## config.mk

```make
export PLATFORM = sky130hd
export DESIGN_NAME = adc_sequencer_control
export DESIGN_NICKNAME = d
export VERILOG_FILES = /design/src/adc_seq_pkg.sv /design/src/adc_tad_clock.sv /design/src/adc_sequencer_control.sv
export SDC_FILE = /design/constraint.sdc
export NUM_CORES = 1
export LEC_CHECK = 0
export BUFFER_PORTS_ARGS = -buffer_cell sky130_fd_sc_hd__buf_2
export CAP_MARGIN = 30
export CORE_MARGIN = 3
export CORE_UTILIZATION = 60
export CTS_BUF_LIST = sky130_fd_sc_hd__clkbuf_8 sky130_fd_sc_hd__clkbuf_16
export DETAILED_ROUTE_END_ITERATION = 10
export GPL_TIMING_DRIVEN = 0
export PLACE_DENSITY = 0.81
export SYNTH_ARGS = -nofsm -noshare
export SYNTH_HDL_FRONTEND = slang
export SYNTH_SLANG_ARGS = --single-unit
```

## constraint.sdc

```tcl
create_clock -name i_clk -period 5.1 [get_ports i_clk]
set_clock_uncertainty 0.05 [all_clocks]
set_input_delay 1.02 -clock i_clk [delete_from_list [all_inputs] [get_ports i_clk]]
set_output_delay 1.02 -clock i_clk [all_outputs]
set_load 0.01 [all_outputs]
```

## src/adc_seq_pkg.sv

```systemverilog
// shared constants for the converter sequencer
package adc_seq_pkg;

   // register byte addresses
   localparam logic [7:0] ADDR_CTRL_MAIN   = 8'h14;
   localparam logic [7:0] ADDR_CONFIG_PINS = 8'h15;
   localparam logic [7:0] ADDR_RESULT_HIGH = 8'h16;
   localparam logic [7:0] ADDR_RESULT_LOW  = 8'h17;
   localparam logic [7:0] ADDR_IRQ_STATUS  = 8'h18;

   // adc_control_main fields
   localparam int CHAN_LSB  = 4;
   localparam int CHAN_MSB  = 7;
   localparam int GO_BIT    = 2;
   localparam int POWER_BIT = 0;

   // adc_config_pins fields
   localparam int CLKSEL_LSB  = 6;
   localparam int CLKSEL_MSB  = 7;
   localparam int JUSTIFY_BIT = 5;
   localparam int PCFG_LSB    = 1;
   localparam int PCFG_MSB    = 3;
   localparam int REFSEL_BIT  = 0;

   // irq status fields
   localparam int DONE_BIT  = 0;
   localparam int IRQEN_BIT = 1;

   // implemented-bit masks and reset values
   localparam logic [7:0] CTRL_MASK   = 8'hF1;
   localparam logic [7:0] CONFIG_MASK = 8'hEF;
   localparam logic [7:0] CTRL_RESET   = 8'h00;
   localparam logic [7:0] CONFIG_RESET = 8'h00;
   localparam logic [9:0] RESULT_RESET = 10'h000;

   // conversion clock select codes
   localparam logic [1:0] CLK_DIV8  = 2'h0;
   localparam logic [1:0] CLK_DIV32 = 2'h1;
   localparam logic [1:0] CLK_DIV64 = 2'h2;
   localparam logic [1:0] CLK_RC    = 2'h3;

   // divider terminal counts, in device clock periods
   localparam logic [5:0] DIV8_LAST  = 6'h07;
   localparam logic [5:0] DIV32_LAST = 6'h1F;
   localparam logic [5:0] DIV64_LAST = 6'h3F;

   // sequence lengths in bit_conversion_period units
   localparam logic [3:0] CONV_TADS    = 4'hC;
   localparam logic [3:0] HOLDOFF_TADS = 4'h2;
   localparam logic [3:0] RESULT_BITS  = 4'hA;

   // analog-input mask per pin_config_select code, bit n is channel n
   localparam logic [15:0] PIN_MAP [8] = '{
      16'hFFFF, 16'h7F7F, 16'h3F3F, 16'h1F1F,
      16'h0F0F, 16'h0707, 16'h0303, 16'h0000};
   localparam logic [15:0] REF_PIN_MASK = 16'h0003;

   typedef enum logic [3:0] {
      ST_OFF  = 4'h1,
      ST_ACQ  = 4'h2,
      ST_CONV = 4'h4,
      ST_WAIT = 4'h8
   } seq_state_t;

endpackage

```

## src/adc_tad_clock.sv

```systemverilog
// conversion period tick generator
`timescale 1ns/1ps
module adc_tad_clock (
   // clock and reset
   input  wire logic       i_clk,
   input  wire logic       i_rstn,
   // control
   input  wire logic       i_enable,
   input  wire logic [1:0] i_clk_sel,
   input  wire logic       i_sleep,
   input  wire logic       i_rc_tick,
   // tick out
   output logic            o_tick
);

   logic [5:0] div_reg;
   logic [5:0] div_next;
   logic       tick_next;
   wire        rc_mode;
   wire        run;
   wire  [5:0] div_last;
   wire        wrap;

   // the device oscillator stops in sleep, only the rc source keeps going
   assign rc_mode  = (i_clk_sel == adc_seq_pkg::CLK_RC);
   assign run      = i_enable && (rc_mode || !i_sleep);
   assign div_last = (i_clk_sel == adc_seq_pkg::CLK_DIV8)  ?
                        adc_seq_pkg::DIV8_LAST :
                     (i_clk_sel == adc_seq_pkg::CLK_DIV32) ?
                        adc_seq_pkg::DIV32_LAST : adc_seq_pkg::DIV64_LAST;
   assign wrap     = (div_reg >= div_last);
   assign div_next = (!run || rc_mode || wrap) ? 6'h00 : div_reg + 6'h01;
   assign tick_next = run && (rc_mode ? i_rc_tick : wrap);

   always_ff @(posedge i_clk or negedge i_rstn) begin
      if (!i_rstn) begin
         div_reg <= 6'h00;
         o_tick  <= 1'b0;
      end else begin
         div_reg <= div_next;
         o_tick  <= tick_next;
      end
   end

endmodule

```

## src/adc_sequencer_control.sv

```systemverilog
// converter sequencer: registers, state machine and approximation register
//
// Strobed register access is this design's own decision.
`timescale 1ns/1ps
module adc_sequencer_control (
   // clock and reset
   input  wire logic        i_clk,
   input  wire logic        i_rstn,
   // register port
   input  wire logic [7:0]  i_addr,
   input  wire logic [7:0]  i_wdata,
   input  wire logic        i_wr,
   input  wire logic        i_rd,
   output logic      [7:0]  o_rdata,
   // system
   input  wire logic        i_sleep,
   input  wire logic        i_rc_tick,
   input  wire logic        i_global_irq_disable,
   // analog front end
   input  wire logic        i_comparator,
   output logic      [3:0]  o_channel,
   output logic             o_sample_connect,
   output logic      [9:0]  o_dac_code,
   output logic             o_power_on,
   output logic             o_vref_ext,
   output logic      [15:0] o_analog_mask,
   // completion
   output logic             o_done_flag,
   output logic             o_irq_request
);

   adc_seq_pkg::seq_state_t state_reg;
   adc_seq_pkg::seq_state_t state_next;

   logic [7:0] ctrl_reg;
   logic [7:0] ctrl_next;
   logic [7:0] config_reg;
   logic [7:0] config_next;
   logic       go_reg;
   logic       go_next;
   logic       done_reg;
   logic       done_next;
   logic       irq_en_reg;
   logic       irq_en_next;
   logic [3:0] tad_cnt_reg;
   logic [3:0] tad_cnt_next;
   logic [9:0] sar_reg;
   logic [9:0] sar_next;
   logic [9:0] result_reg;
   logic [9:0] result_next;
   logic [7:0] rd_mux;

   wire        tad_tick;
   wire        wr_ctrl;
   wire        wr_config;
   wire        wr_stat;
   wire        power_on;
   wire        in_conv;
   wire        in_wait;
   wire        in_acq;
   wire        abort;
   wire        complete;
   wire        holdoff_done;
   wire        start;
   wire        sar_phase;
   wire  [3:0] bit_idx;
   wire  [9:0] trial_bit;
   wire  [9:0] dac_next;
   wire  [1:0] clk_sel;
   wire        justify_right;
   wire  [2:0] pcfg;
   wire  [15:0] mask_next;
   wire  [7:0] res_high;
   wire  [7:0] res_low;

   // address decode
   assign wr_ctrl   = i_wr && (i_addr == adc_seq_pkg::ADDR_CTRL_MAIN);
   assign wr_config = i_wr && (i_addr == adc_seq_pkg::ADDR_CONFIG_PINS);
   assign wr_stat   = i_wr && (i_addr == adc_seq_pkg::ADDR_IRQ_STATUS);

   assign power_on      = ctrl_reg[adc_seq_pkg::POWER_BIT];
   assign clk_sel       = config_reg[adc_seq_pkg::CLKSEL_MSB:
                                     adc_seq_pkg::CLKSEL_LSB];
   assign justify_right = config_reg[adc_seq_pkg::JUSTIFY_BIT];
   assign pcfg          = config_reg[adc_seq_pkg::PCFG_MSB:
                                     adc_seq_pkg::PCFG_LSB];

   assign in_conv = (state_reg == adc_seq_pkg::ST_CONV);
   assign in_wait = (state_reg == adc_seq_pkg::ST_WAIT);
   assign in_acq  = (state_reg == adc_seq_pkg::ST_ACQ);

   // clearing go mid-conversion abandons it
   assign abort    = in_conv && wr_ctrl && !i_wdata[adc_seq_pkg::GO_BIT];
   assign complete = in_conv && !abort && tad_tick &&
                     (tad_cnt_reg == adc_seq_pkg::CONV_TADS - 4'h1);
   assign holdoff_done = in_wait && tad_tick &&
                     (tad_cnt_reg == adc_seq_pkg::HOLDOFF_TADS - 4'h1);
   assign start    = in_acq && go_reg && power_on;

   // periods 2..11 each decide one bit, msb first
   assign sar_phase = in_conv && (tad_cnt_reg != 4'h0) &&
                      (tad_cnt_reg <= adc_seq_pkg::RESULT_BITS);
   assign bit_idx   = adc_seq_pkg::RESULT_BITS - tad_cnt_reg;
   assign trial_bit = sar_phase ? (10'h001 << bit_idx) : 10'h000;
   assign dac_next  = sar_reg | trial_bit;

   // reference pins leave the analog-input set when used as references
   assign mask_next = adc_seq_pkg::PIN_MAP[pcfg] &
                      ~(config_reg[adc_seq_pkg::REFSEL_BIT] ?
                        adc_seq_pkg::REF_PIN_MASK : 16'h0000);

   // left justify zeroes the six low bits of result_low
   assign res_high = justify_right ? {6'h00, result_reg[9:8]} :
                                     result_reg[9:2];
   assign res_low  = justify_right ? result_reg[7:0] :
                                     {result_reg[1:0], 6'h00};

   adc_tad_clock u_tad_clock (
      .i_clk     (i_clk),
      .i_rstn    (i_rstn),
      .i_enable  (power_on),
      .i_clk_sel (clk_sel),
      .i_sleep   (i_sleep),
      .i_rc_tick (i_rc_tick),
      .o_tick    (tad_tick)
   );

   // register read mux, unimplemented bits masked to zero
   always_comb begin
      case (i_addr)
         adc_seq_pkg::ADDR_CTRL_MAIN:
            rd_mux = (ctrl_reg & adc_seq_pkg::CTRL_MASK) |
                     ({7'h00, go_reg} << adc_seq_pkg::GO_BIT);
         adc_seq_pkg::ADDR_CONFIG_PINS:
            rd_mux = config_reg & adc_seq_pkg::CONFIG_MASK;
         adc_seq_pkg::ADDR_RESULT_HIGH: rd_mux = res_high;
         adc_seq_pkg::ADDR_RESULT_LOW:  rd_mux = res_low;
         adc_seq_pkg::ADDR_IRQ_STATUS:
            rd_mux = {6'h00, irq_en_reg, done_reg};
         default:                       rd_mux = 8'h00;
      endcase
   end

   // register and flag next values
   always_comb begin
      ctrl_next   = wr_ctrl ? (i_wdata & adc_seq_pkg::CTRL_MASK) : ctrl_reg;
      config_next = wr_config ? (i_wdata & adc_seq_pkg::CONFIG_MASK) :
                                config_reg;
      // go only sticks while the converter is powered
      if (complete) begin
         go_next = 1'b0;
      end else if (wr_ctrl) begin
         go_next = i_wdata[adc_seq_pkg::GO_BIT] &&
                   i_wdata[adc_seq_pkg::POWER_BIT];
      end else begin
         go_next = go_reg && power_on;
      end
      // completion wins over a software clear in the same cycle
      if (complete) begin
         done_next = 1'b1;
      end else if (wr_stat) begin
         done_next = i_wdata[adc_seq_pkg::DONE_BIT];
      end else begin
         done_next = done_reg;
      end
      irq_en_next = wr_stat ? i_wdata[adc_seq_pkg::IRQEN_BIT] : irq_en_reg;
      result_next = complete ? sar_reg : result_reg;
   end

   // sequencing
   always_comb begin
      state_next   = state_reg;
      tad_cnt_next = tad_tick ? tad_cnt_reg + 4'h1 : tad_cnt_reg;
      sar_next     = sar_reg;
      case (state_reg)
         adc_seq_pkg::ST_OFF: begin
            tad_cnt_next = 4'h0;
            if (power_on) begin
               state_next = adc_seq_pkg::ST_ACQ;
            end
         end
         adc_seq_pkg::ST_ACQ: begin
            tad_cnt_next = 4'h0;
            sar_next     = 10'h000;
            if (!power_on) begin
               state_next = adc_seq_pkg::ST_OFF;
            end else if (start) begin
               state_next = adc_seq_pkg::ST_CONV;
            end
         end
         adc_seq_pkg::ST_CONV: begin
            if (tad_tick && sar_phase) begin
               sar_next[bit_idx] = i_comparator;
            end
            if (!power_on) begin
               state_next = adc_seq_pkg::ST_OFF;
            end else if (abort || complete) begin
               state_next   = adc_seq_pkg::ST_WAIT;
               tad_cnt_next = 4'h0;
            end
         end
         adc_seq_pkg::ST_WAIT: begin
            if (!power_on) begin
               state_next = adc_seq_pkg::ST_OFF;
            end else if (holdoff_done) begin
               state_next = adc_seq_pkg::ST_ACQ;
            end
         end
         default: begin
            state_next   = adc_seq_pkg::ST_OFF;
            tad_cnt_next = 4'h0;
         end
      endcase
   end

   always_ff @(posedge i_clk or negedge i_rstn) begin
      if (!i_rstn) begin
         state_reg   <= adc_seq_pkg::ST_OFF;
         ctrl_reg    <= adc_seq_pkg::CTRL_RESET;
         config_reg  <= adc_seq_pkg::CONFIG_RESET;
         go_reg      <= 1'b0;
         done_reg    <= 1'b0;
         irq_en_reg  <= 1'b0;
         tad_cnt_reg <= 4'h0;
         sar_reg     <= 10'h000;
         result_reg  <= adc_seq_pkg::RESULT_RESET;
      end else begin
         state_reg   <= state_next;
         ctrl_reg    <= ctrl_next;
         config_reg  <= config_next;
         go_reg      <= go_next;
         done_reg    <= done_next;
         irq_en_reg  <= irq_en_next;
         tad_cnt_reg <= tad_cnt_next;
         sar_reg     <= sar_next;
         result_reg  <= result_next;
      end
   end

   // outputs registered from current register values and, for o_rdata and o_irq_request, port inputs, so they lag state_reg by one cycle
   always_ff @(posedge i_clk or negedge i_rstn) begin
      if (!i_rstn) begin
         o_rdata          <= 8'h00;
         o_channel        <= 4'h0;
         o_sample_connect <= 1'b0;
         o_dac_code       <= 10'h000;
         o_power_on       <= 1'b0;
         o_vref_ext       <= 1'b0;
         o_analog_mask    <= 16'h0000;
         o_done_flag      <= 1'b0;
         o_irq_request    <= 1'b0;
      end else begin
         o_rdata          <= i_rd ? rd_mux : 8'h00;
         o_channel        <= ctrl_reg[adc_seq_pkg::CHAN_MSB:
                                      adc_seq_pkg::CHAN_LSB];
         o_sample_connect <= in_acq && power_on;
         o_dac_code       <= dac_next;
         o_power_on       <= power_on;
         o_vref_ext       <= config_reg[adc_seq_pkg::REFSEL_BIT];
         o_analog_mask    <= mask_next;
         o_done_flag      <= done_reg;
         o_irq_request    <= done_reg && irq_en_reg && !i_global_irq_disable;
      end
   end
endmodule

```

Yosys cells after proc, flatten, opt, wreduce, memory -nomap -nowiden
Memories as Yosys holds them, arrays and structs flattened.
Index checks and enable logic that the tools add are counted.
- flip-flop bits (word level): 93
- output and inout bits: 43
- bits in read-only memories: 128
- memories kept: 1
- input port bits: 24
- bitwise logic cells: 5
- shifts and indexed selects: 1
- order comparisons: 5
- equality and inequality tests: 18
- multiplexer cells: 33
- add/sub/neg operators: 3
- reduce and logical (&&, ||, !) cells: 38
- memories (memory ; depth ; width ; read ports ; clocked after memory_dff ; wr ports ; RTL line ; source):
    (name not given) ; 8 ; 16 ; 1 ; 0 ; 0 ; adc_sequencer_control.sv:108 ; assign mask_next = adc_seq_pkg::PIN_MAP[pcfg] &
- operators with widths (kind ; count):
    8-bit by 5-bit equality test with 1-bit output (second input constant) ; 5
    4-bit two-way mux ; 10
    8-bit case mux with 5 select lines ; 1
    16-bit two-way mux ; 2
    8-bit two-way mux ; 3
    1-bit logical AND ; 23
    10-bit two-way mux ; 2
    10-bit case mux with 2 select lines ; 1
    6-bit two-way mux ; 3
    16-bit bitwise AND ; 1
    2-bit NOT with 16-bit output ; 1
    4-bit case mux with 4 select lines ; 1
    10-bit bitwise mux ; 1
    10-bit OR ; 1
    1-bit by 4-bit << shifter with 10-bit output (first input constant) ; 1
    3-bit by 2-bit inequality test with 1-bit output (second input constant) ; 3
    4-bit by 1-bit equality test with 1-bit output (second input constant) ; 2
    4-bit equality test (second input constant) ; 2
    8-bit by 3-bit OR with 8-bit output ; 1
    4-bit case mux with 2 select lines ; 1
    6-bit by 1-bit adder with 6-bit output (second input constant) ; 1
    6-bit greater-or-equal comparator ; 1
    1-bit two-way mux ; 6
    1-bit zero test ; 5
    21 further kinds ; 25

Logic depth before layout (Yosys ltp)
- depth in word-level cells: 12
- gate-level depth with buffers: 7
- depth with buffers taken out: 7

Cells and area by module
From an unflattened synthesis, not the netlist that was laid out.
- cells, all modules: 341
- area total of the unflattened synthesis: 4003.8 sq um
- by module, submodules not included (module ; area an instance (sq um) ; instances ; cells each):
    adc_sequencer_control ; 3584.7 ; 1 ; 306
    adc_tad_clock ; 419.2 ; 1 ; 35

Least setup slack after synthesis
No wires, ideal clock.
- kind: input to register
- from: input port i_addr[5]
- to: register config_reg[0]
- slack: 2.638 ns
- arrival: 2.284 ns
- library setup time: 0.127 ns
- cell stages on the path: 5
- cell sequence: nor4b_4 > and2_1 > and4_1 > buf_4 > mux2_1
- cells in the longest elaborated chain, start to end: 2
- ends and longest elaborated chain (element ; RTL line ; source):
    from (decl) ; adc_sequencer_control.sv:10 ; input wire logic [7:0] i_addr,
    8-bit by 5-bit equality test with 1-bit output ; adc_sequencer_control.sv:78 ; assign wr_config = i_wr && (i_addr == adc_seq_pkg::ADDR_CONFIG_PINS);
    1-bit logical AND ; adc_sequencer_control.sv:78 ;
    to (signal assigned) ; adc_sequencer_control.sv:220 ; config_reg <= adc_seq_pkg::CONFIG_RESET;
    to (signal assigned) ; adc_sequencer_control.sv:230 ; config_reg <= config_next;
    to (decl) ; adc_sequencer_control.sv:37 ; logic [7:0] config_reg;
No other way between the ends.
A chain may end at the register's enable or synchronous reset.

Final worst setup path
- from: register tad_cnt_reg[0]
- to: register result_reg[4]
- cells in the longest elaborated chain, start to end: 2
- ends and longest elaborated chain (element ; RTL line ; source):
    from (decl) ; adc_sequencer_control.sv:45 ; logic [3:0] tad_cnt_reg;
    from (signal assigned) ; adc_sequencer_control.sv:234 ; tad_cnt_reg <= tad_cnt_next;
    4-bit equality test ; adc_sequencer_control.sv:95 ; (tad_cnt_reg == adc_seq_pkg::CONV_TADS - 4'h1);
    1-bit logical AND ; adc_sequencer_control.sv:94 ; assign complete = in_conv && !abort && tad_tick &&
    to (signal assigned) ; adc_sequencer_control.sv:226 ; result_reg <= adc_seq_pkg::RESULT_RESET;
    to (signal assigned) ; adc_sequencer_control.sv:236 ; result_reg <= result_next;
    to (decl) ; adc_sequencer_control.sv:49 ; logic [9:0] result_reg;
No other way between the ends.

==> results.yml <==
synthesis:
  synth_cell_types: 58
  synth_area_per_cell_um2: 11.3
  syn_nets: 386
  synth_seq_cells: 85
  synth_compound_area_share_pct: 11.1
  synth_top_family_by_area: "simple AND/OR/NAND/NOR gates"
  synth_top_area_share_pct: 52.8
  ys_seq_area_share_pct: 53.5
  yosys.area_share.simple_pct: 16.1
  synth_area_leaders: "dfrtp_1 (53%), mux2i_1 (3.5%), ha_1 (3.1%)"
  syn_area_um2: 3980
  syn_inst: 352
  synth-edff-count: 0
  synth_warnings: 0
  synth-xor-area-share_pct: 1.54
  synthMuxAreaShare_pct: 10.2
  ys.flop_type: "dfrtp_1"
  yosys.area_share.adder_pct: 3.14
  synthArstFlopShare_pct: 100
  synth_top_area_cell: "dfrtp_1"
route:
  wl_per_cell_um: 15.8
  drc_errors: 0
  ant_nets: 0
  wl_mm: 8.08
  viasPerCell: 5.71
  dr.pass1.iters: 4
  drt_iter0_markers: 158
  vias: 2919
setup_path:
  rr_worst_depth: 6
  r2r_slack_ns: 2.73
  r2r_end: "result_reg[4]$_DFFE_PN0P_"
  path_buf_inv: 1
  crit_cells: 6
  cp_max_fo: 10
  arrival_ns: 2.56
  crit_family: "simple AND/OR/NAND/NOR gates"
  crit_type: "reg2reg"
  crit_chain: "ha_1, nor2b_1, nand3_1, nor3b_2, buf_6, mux2_4"
  cpMaxStageDelayCell: "dfrtp_1"
  cp-start-kind: "register"
  max_stage_delay_ns: 0.52
  endpoint_kind: "register"
  reg2reg_from: "tad_cnt_reg[0]$_DFF_PN0_"
  startpoint: "tad_cnt_reg[0]$_DFF_PN0_"
  endpoint: "result_reg[4]$_DFFE_PN0P_"
  cp.required_ns: 5.29
grt:
  grt_pass1_wl_mm: 13.0
  overflow: 0
  grt_max_degree: 50
  antenna_found_initial: 0
  grt_use_total_pct: 22.3
  grt_pass1_vias: 2684
floorplan:
  floorplan.initialDensity_pct: 62.3
  die_x_um: 87.4
  core_um2: 6390
  io-pin-count: 67
  die_area_um2: 7640
  die_h_um: 87.4
  rows: 29
placement:
  io_buffers: 65
  dp_cells: 495
  dp.final_hpwl_mm: 5.89
  gp_congestion: 0.853
  place_area_um2: 4430
clock_network:
  post_cts_buffers: 0
  cts_root_buf: "clkbuf_8"
  h-tree-depth: 3
  clk_pin_slew_worst_paths_ns: 0.08
  ctsHoldBuffers: 0
  cts_buffers: 9
  clock-sinks: 85
  cts-resized-gates: 0
  tritoncts: "yes"
  clk_latency_ns: 0.36
  clockBufferDepth: 2
layout:
  layout_commonest_cell: "dfrtp_1"
  drive_gt1_share_pct: 27.9
  final_area_um2: 4650
  mostFrequentLayoutCells: "dfrtp_1 (84), buf_2 (66), nand2_1 (29)"
  layout.cells.non_filler: 511
  syn2layout_area_growth_pct: 16.8
  diodes: 0
  fin_util_pct: 72.7
  layout.nets: 463
  nFillCells: 452
power:
  vdd_drop_max_mv: 0.256
  total_power_mw: 1.31
  pwr_density_cell_nw_per_um2: 283
  p_leak_nw: 2.30
timing:
  worstMarginPinSlew_ns: 0.495
  slew_violations: 0
  timing.fmax_mhz: 422
  hold_viol_final: 0
  rsz0062_at_grt: "no"
  fin_crit_sh_pct: 46.5
  fin_crit_ns: 2.37
  setup_viol: 0
  slew-limit-headroom_pct: 67.0
  tns_ns: 0
worst_hold_path:
  hold_path.class: "reg2reg"
  hold_start: "ctrl_reg[0]$_DFFE_PN0N_"
outcome:
  outcome: "completed"
flow_run:
  max_cap_viol_count: 0
worst min path at each step:
stage                                end  depth (start not counted)  slack [ns]
CTS                 o_power_on$_DFF_PN0_                          0        0.33
global placement    o_power_on$_DFF_PN0_                          0        0.31
floorplan           o_power_on$_DFF_PN0_                          0        0.30
finish              o_power_on$_DFF_PN0_                          0        0.33
detailed placement  o_power_on$_DFF_PN0_                          0        0.32
global route        o_power_on$_DFF_PN0_                          0        0.35
through the flow:
| stage | hold slack, ns | worst slack [ns] |
|---|---|---|
| finish | 0.331 | 2.73 |
| global route | 0.351 | 2.58 |
| CTS | 0.334 | 2.73 |
| detailed placement | 0.316 | 2.36 |
| global placement | 0.308 | 2.36 |
| floorplan | 0.302 | 2.64 |
logic make-up (layout without fill, tap and decap cells):
kind of cell | count (synthesis) | count (layout)
compound gates | 64 | 64
xor+xnor | 7 | 7
fa+ha+maj | 10 | 10
buf+inv | 35 | 117
flops | 85 | 85
mux | 35 | 35
simple gates | 116 | 116
synthesized netlist by cell type, types with 5 or more instances:
cell	count
ha_1	10
and2_1	6
a21o_1	8
o21ai_0	11
nor2b_1	10
a21oi_1	9
nor2_1	24
mux2_2	9
inv_1	10
mux2i_1	14
mux2_4	8
dfrtp_1	84
clkbuf_1	11
xor2_1	5
buf_4	9
nand3_1	16
nand2_1	29
a31oi_1	6
area by class of cell:
| type | count | area [um2] | share of cell area, % |
|---|---|---|---|
| Clock inverter | 7 | 91.3 | 1.97 |
| Buffer | 24 | 134 | 2.88 |
| Multi-Input combinational cell | 232 | 1680 | 36.1 |
| Inverter | 11 | 41.3 | 0.889 |
| Tap cell | 77 | 96.3 | 2.07 |
| Sequential cell | 85 | 2130 | 45.8 |
| Timing Repair Buffer | 66 | 355 | 7.65 |
| Clock buffer | 9 | 124 | 2.67 |
where the power goes:
part / total (mW) / internal (mW) / switching (mW)
clock: 0.517 / 0.274 / 0.243
combinational: 0.0942 / 0.0387 / 0.0555
sequential: 0.703 / 0.691 / 0.0123
routing by layer:
metal | vias up | share of wire (%) | global-route usage, %
li1 | 1385 | - | -
met1 | 1434 | 43 | 30.1
met2 | 92 | 49 | 35.6
met3 | 8 | 6.4 | 4.73
met4 | 0 | 1.4 | 8.37
met5 | - | 0 | 0
(Power assumes the default switching activity.)
